`src/vsh_defs.svh`:
```
// constants for the velocity status and homing block
// Summary of operation
// velocity mode: status bit 10 set while speed error stays inside band for dwell time
// velocity mode: status bit 12 set while absolute actual speed is below standstill limit
// commanded speed is signed 32-bit, default zero, user units/s when unit select is zero
// speed tolerance band object, 0.1 rpm units, accepts 0 to 32767, default 100
// speed tolerance dwell object, 16-bit milliseconds, default 10
// standstill limit object, 16-bit, 0.1 rpm units, default 10
// controller writes operating mode 6 before using homing
// homing offset object in user position units becomes the homed position
// homing method select is signed 8-bit, accepts 0 to 35, default 0
// search speed array reports two sub-indexes; sub 1 switch speed, sub 2 index speed
// homing ramp time spans standstill to rated speed, scaled by the speed change
// controller steps control word 6, 7, 15, 31 then reads status word
// homing mode: bit 12 clears on homing trigger and sets when homing finishes
// homing mode with halt set: bit 10 set when speed is zero
// homing mode with halt clear: bit 10 equals the homing-complete flag
// configuring party presets absolute encoder pulses per revolution before homing
// velocity mode: controller writes mode 3, target, ramps, then control word 6, 7, 15
// dwell timer restarts whenever the speed error leaves the band
`ifndef VSH_DEFS_SVH
`define VSH_DEFS_SVH
`define VSH_IDX_BAND 16'h606D
`define VSH_IDX_DWELL 16'h606E
`define VSH_IDX_STILL 16'h606F
`define VSH_IDX_OFFSET 16'h607C
`define VSH_IDX_METHOD 16'h6098
`define VSH_IDX_SPEEDS 16'h6099
`define VSH_IDX_RAMP 16'h609A
`define VSH_IDX_CMD 16'h60FF
`define VSH_RST_BAND 16'h0064
`define VSH_RST_DWELL 16'h000A
`define VSH_RST_STILL 16'h000A
`define VSH_RST_RAMP 32'h0000_01F4
`define VSH_MAX_BAND 32'h0000_7FFF
`define VSH_MAX_METHOD 32'h0000_0023
`define VSH_MAX_U16 32'h0000_FFFF
`define VSH_SPEEDS_COUNT 32'h0000_0002
`define VSH_SUB_COUNT 8'h00
`define VSH_SUB_SWITCH 8'h01
`define VSH_SUB_INDEX 8'h02
`define VSH_MODE_VELOCITY 8'h03
`define VSH_MODE_HOMING 8'h06
`define VSH_CW_ENABLED 4'hF
`define VSH_CW_START_BIT 4
`define VSH_CW_HALT_BIT 8
`define VSH_MS_NS 1000000
`define VSH_CLK_NS 8
`define VSH_CYCLES_PER_MS (`VSH_MS_NS / `VSH_CLK_NS)
`endif

```
`src/vsh_pkg.sv`:
```
// types shared by the velocity status and homing block
`default_nettype none
package vsh_pkg;
    typedef struct packed {
        logic wr;
        logic rd;
        logic [15:0] index;
        logic [7:0] sub;
        logic [31:0] data;
    } vsh_od_req_t;
    typedef struct packed {
        logic ack;
        logic err;
        logic [31:0] data;
    } vsh_od_rsp_t;
    typedef enum logic [1:0] {
        VSH_HOME_IDLE = 2'b00,
        VSH_HOME_RUN = 2'b01,
        VSH_HOME_DONE = 2'b11
    } vsh_home_state_t;
endpackage
`default_nettype wire

```
`src/vsh_core.sv`:
```
// velocity status flags, homing sequence flags and their object entries
`timescale 1ns/1ns
`default_nettype none
`include "vsh_defs.svh"
module vsh_core #(
    parameter int CYCLES_PER_MS = `VSH_CYCLES_PER_MS,
    parameter int RATED_RPM = 3000,
    parameter logic [31:0] SWITCH_SEARCH_SPEED_DEFAULT = 32'h0000_0064,
    parameter logic [31:0] INDEX_SEARCH_SPEED_DEFAULT = 32'h0000_000A,
    parameter int SPEED_NUM = 1,
    parameter int SPEED_SHIFT = 0
) (
    input wire logic clock_i,
    input wire logic rst_n_i,
    input wire logic ce_i,
    input wire vsh_pkg::vsh_od_req_t od_req_i,
    output vsh_pkg::vsh_od_rsp_t od_rsp_o,
    input wire logic [7:0] operating_mode_i,
    input wire logic [15:0] control_word_i,
    input wire logic signed [31:0] actual_speed_i,
    input wire logic speed_unit_select_i,
    input wire logic homing_finished_i,
    input wire logic index_phase_i,
    output logic status_target_reached_o,
    output logic status_bit12_o,
    output logic homing_start_o,
    output logic homing_active_o,
    output logic [31:0] homed_position_o,
    output logic [7:0] homing_method_o,
    output logic [31:0] homing_speed_ref_o
);
    logic [15:0] speed_tolerance_band;
    logic [15:0] speed_tolerance_dwell;
    logic [15:0] standstill_limit;
    logic [31:0] homing_offset;
    logic [7:0] homing_method_select;
    logic [31:0] switch_search_speed;
    logic [31:0] index_search_speed;
    logic [31:0] homing_ramp_time;
    logic signed [31:0] commanded_speed;
    logic [16:0] ms_div;
    logic ms_tick;
    logic [15:0] dwell_cnt;
    logic cw_start_prev;
    logic trigger;
    logic in_win;
    logic zero_cond;
    logic mode_vel;
    logic mode_home;
    logic halt;
    logic home_done;
    logic next_bit10;
    logic next_bit12;
    logic [32:0] cmd_motor;
    logic [32:0] speed_err;
    logic [31:0] ramp_target;
    vsh_pkg::vsh_home_state_t home_state;
    vsh_pkg::vsh_home_state_t next_home_state;
    logic wr_ok;
    logic [31:0] rd_data;
    logic rd_hit;

    // magnitude of a signed 33-bit value
    function automatic logic [32:0] abs33(input logic signed [32:0] v);
        abs33 = v[32] ? 33'(-v) : 33'(v);
    endfunction

    // user units/s to 0.1 rpm; the scale is a plain ratio set by parameter
    function automatic logic signed [32:0] to_motor(input logic signed [31:0] v, input logic user);
        logic signed [63:0] p;
        p = 64'(v) * 64'(signed'(SPEED_NUM));
        to_motor = user ? 33'(p >>> SPEED_SHIFT) : 33'(v);
    endfunction

    assign mode_vel = (operating_mode_i == `VSH_MODE_VELOCITY);
    assign mode_home = (operating_mode_i == `VSH_MODE_HOMING);
    assign halt = control_word_i[`VSH_CW_HALT_BIT];
    assign home_done = (home_state == vsh_pkg::VSH_HOME_DONE);
    assign cmd_motor = to_motor(commanded_speed, !speed_unit_select_i);
    assign speed_err = abs33(33'(signed'(cmd_motor) - 33'(actual_speed_i)));
    assign in_win = speed_err < 33'(speed_tolerance_band);
    assign zero_cond = abs33(33'(actual_speed_i)) < 33'(standstill_limit);
    // start only when the start bit rises with the low nibble at 15, so a stale start bit cannot retrigger
    assign trigger = mode_home && (control_word_i[3:0] == `VSH_CW_ENABLED)
        && control_word_i[`VSH_CW_START_BIT] && !cw_start_prev;

    // millisecond tick for the dwell timer
    always_ff @(posedge clock_i or negedge rst_n_i) begin
        if (!rst_n_i) begin
            ms_div <= 17'h0_0000;
            ms_tick <= 1'b0;
        end else if (ce_i) begin
            ms_tick <= (ms_div == 17'(CYCLES_PER_MS - 1));
            ms_div <= (ms_div == 17'(CYCLES_PER_MS - 1)) ? 17'h0_0000 : ms_div + 17'h0_0001;
        end
    end

    // dwell counter saturates at the dwell value
    always_ff @(posedge clock_i or negedge rst_n_i) begin
        if (!rst_n_i) begin
            dwell_cnt <= 16'h0000;
        end else if (ce_i) begin
            if (!in_win || !mode_vel) begin
                dwell_cnt <= 16'h0000;
            end else if (ms_tick && dwell_cnt < speed_tolerance_dwell) begin
                dwell_cnt <= dwell_cnt + 16'h0001;
            end
        end
    end

    always_comb begin
        next_home_state = home_state;
        case (home_state)
            vsh_pkg::VSH_HOME_IDLE: begin
                if (trigger) begin
                    next_home_state = vsh_pkg::VSH_HOME_RUN;
                end
            end
            vsh_pkg::VSH_HOME_RUN: begin
                if (!mode_home) begin
                    next_home_state = vsh_pkg::VSH_HOME_IDLE;
                end else if (homing_finished_i) begin
                    next_home_state = vsh_pkg::VSH_HOME_DONE;
                end
            end
            vsh_pkg::VSH_HOME_DONE: begin
                if (trigger) begin
                    next_home_state = vsh_pkg::VSH_HOME_RUN;
                end
            end
            default: begin
                next_home_state = vsh_pkg::VSH_HOME_IDLE;
            end
        endcase
    end

    always_ff @(posedge clock_i or negedge rst_n_i) begin
        if (!rst_n_i) begin
            home_state <= vsh_pkg::VSH_HOME_IDLE;
            cw_start_prev <= 1'b0;
            homing_start_o <= 1'b0;
            homing_active_o <= 1'b0;
        end else if (ce_i) begin
            home_state <= next_home_state;
            cw_start_prev <= control_word_i[`VSH_CW_START_BIT];
            homing_start_o <= trigger;
            homing_active_o <= (next_home_state == vsh_pkg::VSH_HOME_RUN);
        end
    end

    // offset is the position the drive reports once homing completes
    always_ff @(posedge clock_i or negedge rst_n_i) begin
        if (!rst_n_i) begin
            homed_position_o <= 32'h0000_0000;
        end else if (ce_i && home_state == vsh_pkg::VSH_HOME_RUN && homing_finished_i && mode_home) begin
            homed_position_o <= homing_offset;
        end
    end

    always_comb begin
        next_bit10 = 1'b0;
        next_bit12 = 1'b0;
        if (mode_vel) begin
            next_bit10 = in_win && (dwell_cnt >= speed_tolerance_dwell);
            next_bit12 = zero_cond;
        end else if (mode_home) begin
            next_bit12 = home_done;
            if (halt) begin
                next_bit10 = (actual_speed_i == 32'sh0000_0000);
            end else begin
                next_bit10 = home_done;
            end
        end
    end

    always_ff @(posedge clock_i or negedge rst_n_i) begin
        if (!rst_n_i) begin
            status_target_reached_o <= 1'b0;
            status_bit12_o <= 1'b0;
        end else if (ce_i) begin
            status_target_reached_o <= next_bit10;
            status_bit12_o <= next_bit12;
        end
    end

    // write acceptance with range checks; out-of-range writes abort
    always_comb begin
        wr_ok = 1'b0;
        case (od_req_i.index)
            `VSH_IDX_BAND: wr_ok = (od_req_i.sub == 8'h00) && (od_req_i.data <= `VSH_MAX_BAND);
            `VSH_IDX_DWELL: wr_ok = (od_req_i.sub == 8'h00) && (od_req_i.data <= `VSH_MAX_U16);
            `VSH_IDX_STILL: wr_ok = (od_req_i.sub == 8'h00) && (od_req_i.data <= `VSH_MAX_U16);
            `VSH_IDX_OFFSET: wr_ok = (od_req_i.sub == 8'h00);
            `VSH_IDX_METHOD: wr_ok = (od_req_i.sub == 8'h00) && (od_req_i.data <= `VSH_MAX_METHOD);
            `VSH_IDX_SPEEDS: wr_ok = (od_req_i.sub == `VSH_SUB_SWITCH) || (od_req_i.sub == `VSH_SUB_INDEX);
            `VSH_IDX_RAMP: wr_ok = (od_req_i.sub == 8'h00);
            `VSH_IDX_CMD: wr_ok = (od_req_i.sub == 8'h00);
            default: wr_ok = 1'b0;
        endcase
    end

    always_comb begin
        rd_hit = (od_req_i.sub == 8'h00);
        rd_data = 32'h0000_0000;
        case (od_req_i.index)
            `VSH_IDX_BAND: rd_data = {16'h0000, speed_tolerance_band};
            `VSH_IDX_DWELL: rd_data = {16'h0000, speed_tolerance_dwell};
            `VSH_IDX_STILL: rd_data = {16'h0000, standstill_limit};
            `VSH_IDX_OFFSET: rd_data = homing_offset;
            `VSH_IDX_METHOD: rd_data = {24'h00_0000, homing_method_select};
            `VSH_IDX_SPEEDS: begin
                rd_hit = (od_req_i.sub <= `VSH_SUB_INDEX);
                case (od_req_i.sub)
                    `VSH_SUB_COUNT: rd_data = `VSH_SPEEDS_COUNT;
                    `VSH_SUB_SWITCH: rd_data = switch_search_speed;
                    `VSH_SUB_INDEX: rd_data = index_search_speed;
                    default: rd_data = 32'h0000_0000;
                endcase
            end
            `VSH_IDX_RAMP: rd_data = homing_ramp_time;
            `VSH_IDX_CMD: rd_data = commanded_speed;
            default: rd_hit = 1'b0;
        endcase
    end

    always_ff @(posedge clock_i or negedge rst_n_i) begin
        if (!rst_n_i) begin
            speed_tolerance_band <= `VSH_RST_BAND;
            speed_tolerance_dwell <= `VSH_RST_DWELL;
            standstill_limit <= `VSH_RST_STILL;
            homing_offset <= 32'h0000_0000;
            homing_method_select <= 8'h00;
            switch_search_speed <= SWITCH_SEARCH_SPEED_DEFAULT;
            index_search_speed <= INDEX_SEARCH_SPEED_DEFAULT;
            homing_ramp_time <= `VSH_RST_RAMP;
            commanded_speed <= 32'sh0000_0000;
        end else if (ce_i && od_req_i.wr && wr_ok) begin
            case (od_req_i.index)
                `VSH_IDX_BAND: speed_tolerance_band <= od_req_i.data[15:0];
                `VSH_IDX_DWELL: speed_tolerance_dwell <= od_req_i.data[15:0];
                `VSH_IDX_STILL: standstill_limit <= od_req_i.data[15:0];
                `VSH_IDX_OFFSET: homing_offset <= od_req_i.data;
                `VSH_IDX_METHOD: homing_method_select <= od_req_i.data[7:0];
                `VSH_IDX_SPEEDS: begin
                    if (od_req_i.sub == `VSH_SUB_SWITCH) begin
                        switch_search_speed <= od_req_i.data;
                    end else begin
                        index_search_speed <= od_req_i.data;
                    end
                end
                `VSH_IDX_RAMP: homing_ramp_time <= od_req_i.data;
                `VSH_IDX_CMD: commanded_speed <= od_req_i.data;
                default: begin
                end
            endcase
        end
    end

    // answer one cycle after the request; write wins if both strobes are high
    always_ff @(posedge clock_i or negedge rst_n_i) begin
        if (!rst_n_i) begin
            od_rsp_o <= '0;
        end else if (ce_i) begin
            od_rsp_o.ack <= od_req_i.wr || od_req_i.rd;
            od_rsp_o.err <= od_req_i.wr ? !wr_ok : (od_req_i.rd && !rd_hit);
            od_rsp_o.data <= (od_req_i.rd && !od_req_i.wr && rd_hit) ? rd_data : 32'h0000_0000;
        end
    end

    always_ff @(posedge clock_i or negedge rst_n_i) begin
        if (!rst_n_i) begin
            homing_method_o <= 8'h00;
        end else if (ce_i) begin
            homing_method_o <= homing_method_select;
        end
    end

    // ramp heads for the phase speed while running with halt clear and back to zero otherwise
    assign ramp_target = (home_state != vsh_pkg::VSH_HOME_RUN || halt) ? 32'h0000_0000
        : (index_phase_i ? index_search_speed : switch_search_speed);

    vsh_ramp #(
        .RATED_RPM(RATED_RPM)
    ) u_ramp (
        .clock_i(clock_i),
        .rst_n_i(rst_n_i),
        .ce_i(ce_i),
        .target_i(ramp_target),
        .ramp_ms_i(homing_ramp_time),
        .cycles_per_ms_i(32'(CYCLES_PER_MS)),
        .ref_o(homing_speed_ref_o)
    );

    property p_vel_out_of_band;
        @(posedge clock_i) disable iff (!rst_n_i)
        (ce_i && mode_vel && !in_win) |=> !status_target_reached_o;
    endproperty
    a_vel_out_of_band: assert property (p_vel_out_of_band) else $error("bit 10 set outside band");

    property p_dwell_restart;
        @(posedge clock_i) disable iff (!rst_n_i)
        (ce_i && mode_vel && !in_win) |=> (dwell_cnt == 16'h0000);
    endproperty
    a_dwell_restart: assert property (p_dwell_restart) else $error("dwell timer not restarted");

    property p_vel_zero_speed;
        @(posedge clock_i) disable iff (!rst_n_i)
        (ce_i && mode_vel) |=> (status_bit12_o == $past(zero_cond));
    endproperty
    a_vel_zero_speed: assert property (p_vel_zero_speed) else $error("zero speed flag wrong");

    property p_home_trigger_clears;
        @(posedge clock_i) disable iff (!rst_n_i)
        (ce_i && trigger) ##1 (ce_i && mode_home) |-> (home_state == vsh_pkg::VSH_HOME_RUN) ##1 !status_bit12_o;
    endproperty
    a_home_trigger_clears: assert property (p_home_trigger_clears) else $error("trigger did not clear bit 12");

    property p_home_done_sets;
        @(posedge clock_i) disable iff (!rst_n_i)
        (ce_i && mode_home && home_state == vsh_pkg::VSH_HOME_RUN && homing_finished_i) ##1 (ce_i && mode_home)
        |=> status_bit12_o;
    endproperty
    a_home_done_sets: assert property (p_home_done_sets) else $error("bit 12 not set after homing");

    property p_halt_zero;
        @(posedge clock_i) disable iff (!rst_n_i)
        (ce_i && mode_home && halt) |=> (status_target_reached_o == ($past(actual_speed_i) == 32'sh0000_0000));
    endproperty
    a_halt_zero: assert property (p_halt_zero) else $error("halted bit 10 not tied to zero speed");

    property p_nohalt_done;
        @(posedge clock_i) disable iff (!rst_n_i)
        (ce_i && mode_home && !halt) |=> (status_target_reached_o == $past(home_done));
    endproperty
    a_nohalt_done: assert property (p_nohalt_done) else $error("bit 10 differs from homing done");

    property p_method_range;
        @(posedge clock_i) disable iff (!rst_n_i)
        (ce_i && od_req_i.wr && od_req_i.index == `VSH_IDX_METHOD && od_req_i.data > `VSH_MAX_METHOD)
        |=> (od_rsp_o.err && homing_method_select == $past(homing_method_select));
    endproperty
    a_method_range: assert property (p_method_range) else $error("out of range method accepted");

    property p_count_sub;
        @(posedge clock_i) disable iff (!rst_n_i)
        (ce_i && od_req_i.rd && !od_req_i.wr && od_req_i.index == `VSH_IDX_SPEEDS && od_req_i.sub == `VSH_SUB_COUNT)
        |=> (od_rsp_o.ack && od_rsp_o.data == `VSH_SPEEDS_COUNT);
    endproperty
    a_count_sub: assert property (p_count_sub) else $error("sub-index count not two");

    property p_band_range;
        @(posedge clock_i) disable iff (!rst_n_i)
        (ce_i && od_req_i.wr && od_req_i.index == `VSH_IDX_BAND && od_req_i.data > `VSH_MAX_BAND)
        |=> (od_rsp_o.err && speed_tolerance_band == $past(speed_tolerance_band));
    endproperty
    a_band_range: assert property (p_band_range) else $error("out of range band accepted");
endmodule // vsh_core
`default_nettype wire

```
`src/vsh_ramp.sv`:
```
// homing speed ramp generator
`timescale 1ns/1ns
`default_nettype none
module vsh_ramp #(
    parameter int RATED_RPM = 3000
) (
    input wire logic clock_i,
    input wire logic rst_n_i,
    input wire logic ce_i,
    input wire logic [31:0] target_i,
    input wire logic [31:0] ramp_ms_i,
    input wire logic [31:0] cycles_per_ms_i,
    output logic [31:0] ref_o
);
    logic [63:0] acc;
    logic [63:0] den;
    logic [63:0] acc_sum;

    // one unit per den/rated cycles: a full-scale change takes ramp_ms
    assign den = 64'(ramp_ms_i) * 64'(cycles_per_ms_i);
    assign acc_sum = acc + 64'(unsigned'(RATED_RPM));

    always_ff @(posedge clock_i or negedge rst_n_i) begin
        if (!rst_n_i) begin
            ref_o <= 32'h0000_0000;
            acc <= 64'h0000_0000_0000_0000;
        end else if (ce_i) begin
            if (ref_o == target_i) begin
                acc <= 64'h0000_0000_0000_0000;
            end else if (den == 64'h0000_0000_0000_0000) begin
                ref_o <= target_i;
            end else if (acc_sum >= den) begin
                acc <= acc_sum - den;
                ref_o <= (ref_o < target_i) ? ref_o + 32'h0000_0001 : ref_o - 32'h0000_0001;
            end else begin
                acc <= acc_sum;
            end
        end
    end
endmodule // vsh_ramp
`default_nettype wire

```
`config.mk`:
```
export PLATFORM = sky130hd
export DESIGN_NAME = vsh_core
export DESIGN_NICKNAME = d
export VERILOG_FILES = /design/src/vsh_pkg.sv /design/src/vsh_core.sv /design/src/vsh_ramp.sv
export VERILOG_INCLUDE_DIRS = /design/src
export SDC_FILE = /design/constraint.sdc
export NUM_CORES = 2
export LEC_CHECK = 0
export BUFFER_PORTS_ARGS = -buffer_cell sky130_fd_sc_hd__buf_2
export CAP_MARGIN = 20
export CORE_MARGIN = 3
export CORE_UTILIZATION = 40
export CTS_CLUSTER_SIZE = 12
export DETAILED_ROUTE_END_ITERATION = 7
export PLACE_DENSITY = 0.61
export SYNTH_ARGS = -nofsm -noshare
export SYNTH_HDL_FRONTEND = slang
export SYNTH_SLANG_ARGS = --single-unit
```
`constraint.sdc`:
```
create_clock -name clock_i -period 25.6 [get_ports clock_i]
set_input_delay 3.84 -clock clock_i [delete_from_list [all_inputs] [get_ports clock_i]]
set_output_delay 3.84 -clock clock_i [all_outputs]
set_load 0.02 [all_outputs]
```
==> results.cfg <==
[status]
status = complete, no violations

[clock_network]
numCtsBuffers = 53
clk_pin_slew_ps = 60
insertion_delay_ps = 630
root_buffer = clkbuf_16
cts_tree = yes
post_cts_buffers = 0
cts_max_path_buffers = 3
cts.repair.resized = 0
h-tree-depth = 2
hold_buffers = 0
cts_sinks = 424

[global_route]
grt_first_pass_wirelength_um = 187100
grt.total_usage_pct = 23.75
antenna_found_initial = 13
grt_overflow = 0
grt_start_max_net_pins = 96
grt_pass1_vias = 32140

[sta]
clock_skew_ps = 34.94
finalMaxSlewViolations = 0
setup_violations = 0
worst_pin_slew_ps = 1089
timing.fmax_ghz = 0.09341
setup_tns_ps = 0
grt_setup_unrepaired = no
relSlewSlack_pct = 25.55
finalCritPeriodShare_pct = 41.82
hold_viol = 0
min_period_ps = 10710

[power]
vdd_ir_drop_max_mv = 0.05158
leakagePower_uw = 0.02095
cell_internal_pwr_uw = 1261
p_clk_share_pct = 45.7
p_sw_uw = 497.9
switching_share_pct = 28.31
seq_power_share_pct = 39.6
p_comb_share_pct = 14.7
p_per_area_nw_per_um2 = 41.21

[logic_synthesis]
synthXorXnorAreaFrac_pct = 5.238
synth_area_um2 = 38460
synth_compound_area_share_pct = 18.15
yosys_warnings = 0
synth_edf_count = 0
synthMuxAreaShare_pct = 8.898
synthAdderAreaFrac_pct = 18.51
syn-num-nets = 4867
ys_types = 95
synthArstFlopShare_pct = 100.0
ys_seq_elements = 424
ys.flop_type = dfrtp_1
synth_cells = 4261
synth_top_family_by_area = adder cells
yosys.area.top_type_share_pct = 26.42
synth_area_leader_cell = dfrtp_1
yosysSeqAreaShare_pct = 27.65
synth_area_per_cell_um2 = 9.025
synth_simple_gate_area_share_pct = 15.58
synth_area_leaders = dfrtp_1, ha_1, mux2_2

[drt]
totalWireLength_um = 118800
firstDrtPassIters = 7
num_vias = 32440
drt_iter0_drc = 2156
wire_per_inst_um = 20.80
detail-route-antenna-nets = 0
viasPerCell = 5.682
drc = 0

[worst_setup_path]
critPathCaptureType = flip-flop
slowest_stage = a2111oi_0
worstPathMaxFanout = 32
worstPathArrival_ps = 11220
r2r-start = homing_ramp_time[10]
start_kind = primary input
crit_end = u_ramp.ref_o[31]
rrSetupSlack_ps = 15240
crit_start = index_phase_i
timing_worst_setup_path_type = primary input to flip-flop
reg2reg_depth = 32
slowest_delay_ps = 620
crit_top_cell = o21a_1
critPathRequiredTime_ps = 26120
r2r-end = u_ramp.acc[34]

[final_layout]
area_growth_pct = 10.98
fillCellCount = 9271
drive_gt1_share_pct = 16.07
fin_util_pct = 44.85
layout_common_cells = inv_1, dfrtp_1, ha_1, nand2_1, mux2_2
ff_latch_area_um2 = 10630
mostFrequentLayoutCell = inv_1
final_nets = 5007
multiInputGateArea_um2 = 25580

[floorplanning]
start_util_pct = 40.42
io_pins = 230
die_height_um = 316.1
chipWidth_um = 316.1
rows = 113
fp.coreArea_um2 = 95150
dieArea_um2 = 99900

[job]
max_cap_viol_count = 0

[placed_design]
place.gp.congestion = 0.9078
port_buffers = 218
dpl.hpwl_um = 91160

[min_path]
hold_path_class = flip-flop to flip-flop
[metal layers]
layer / part of all wire (%) / vias to the layer above / wire length (um) / GRT usage, %
li1: - / 15540 / - / -
met1: 44 / 15900 / 52220 / 31.36
met2: 47 / 811 / 56110 / 40.19
met3: 4.9 / 168 / 5823 / 2.908
met4: 3.8 / 16 / 4517 / 8.314
met5: 0.083 / - / 99 / 0
[Yosys cell counts, drive strengths merged, types with 20 or more instances]
| library cell | instances |
|---|---|
| nor2b | 44 |
| clkbuf | 130 |
| inv | 419 |
| nor3 | 99 |
| a31oi | 22 |
| o21a | 52 |
| ha | 348 |
| a21o | 137 |
| a21oi | 228 |
| or3 | 26 |
| o21ai | 201 |
| and2 | 49 |
| nand3 | 100 |
| nand2 | 328 |
| a211oi | 27 |
| xor2 | 89 |
| buf | 47 |
| o2bb2ai | 28 |
| a22o | 20 |
| o31ai | 37 |
| and3 | 56 |
| mux2 | 287 |
| or2 | 20 |
| a22oi | 41 |
| dfrtp | 406 |
| nand4 | 66 |
| a222oi | 26 |
| o211ai | 33 |
| nor4 | 45 |
| fa | 138 |
| nand2b | 34 |
| xnor2 | 141 |
| nor2 | 249 |
[final cells by class]
cell class / instances / share of cell area (%)
inverter: 420 / 3.694
tap: 1265 / 3.709
clock inverter: 23 / 0.7886
multi-input combinational: 3240 / 59.93
antenna: 2 / 0.01173
timing repair buffer: 262 / 3.401
sequential: 424 / 24.91
clock buffer: 74 / 3.550
[worst max-delay path, delay by kind of cell]
family | cells | cell delay [ps]
compound gates | 20 | 4610
fa+ha+maj | 2 | 650
mux | 1 | 440
buf+inv | 3 | 770
simple gates | 4 | 720
xor+xnor | 1 | 140
[state kept, by name, indices dropped and copies added, names as in the netlist, 17 cells and up]
register             flops
u_ramp.acc              61
homing_ramp_time        32
homing_offset           32
u_ramp.ref_o            32
homed_position_o        32
index_search_speed      32
switch_search_speed     32
ms_div                  17
od_rsp_o                34
commanded_speed         32
[worst min-delay path by stage]
stage	cells past startpoint	end	start
floorplan	1	ms_tick	ms_tick
finish	1	od_rsp_o[9]	od_rsp_o[9]
detailed placement	1	od_rsp_o[9]	od_rsp_o[9]
CTS	1	od_rsp_o[9]	od_rsp_o[9]
global route	1	od_rsp_o[23]	od_rsp_o[23]
global placement	1	od_rsp_o[9]	od_rsp_o[9]
[cell families (layout without fill, tap and decap cells)]
kind of cell,Yosys count,after routing
XOR/XNOR,230,230
buffers and inverters,597,779
AO/OA/AOI/OAI,1025,1025
multiplexers,306,306
AND/OR/NAND/NOR,1193,1193
other,0,2
flip-flops,424,424
adder cells (fa/ha/maj),486,486
[through the flow]
step           std cells  instance area (um2)  setup WS, ps  total power [uW]  hold WS (ps)
2_1_floorplan       4261                38460         15060             882.9         446.0
4_1_cts             5706                42640         14990              1771         486.8
3_3_place_gp        5609                40790         14410             962.2         466.8
5_1_grt             5709                42680         14290              1832         499.9
3_5_place_dp        5609                40790         14400             965.2         469.8
6_report            5710                42680         14890              1759         484.6
[power by group through the flow]
stage | clock (uW) | combinational [uW] | sequential (uW)
after CTS | 816 | 258 | 697
final | 803 | 258 | 697
after detailed placement | 0 | 256 | 709
after global placement | 0 | 254 | 709
after global routing | 842 | 291 | 699
after floorplan | 0 | 174 | 709
Note: power is estimated with default switching activity, not from simulation.
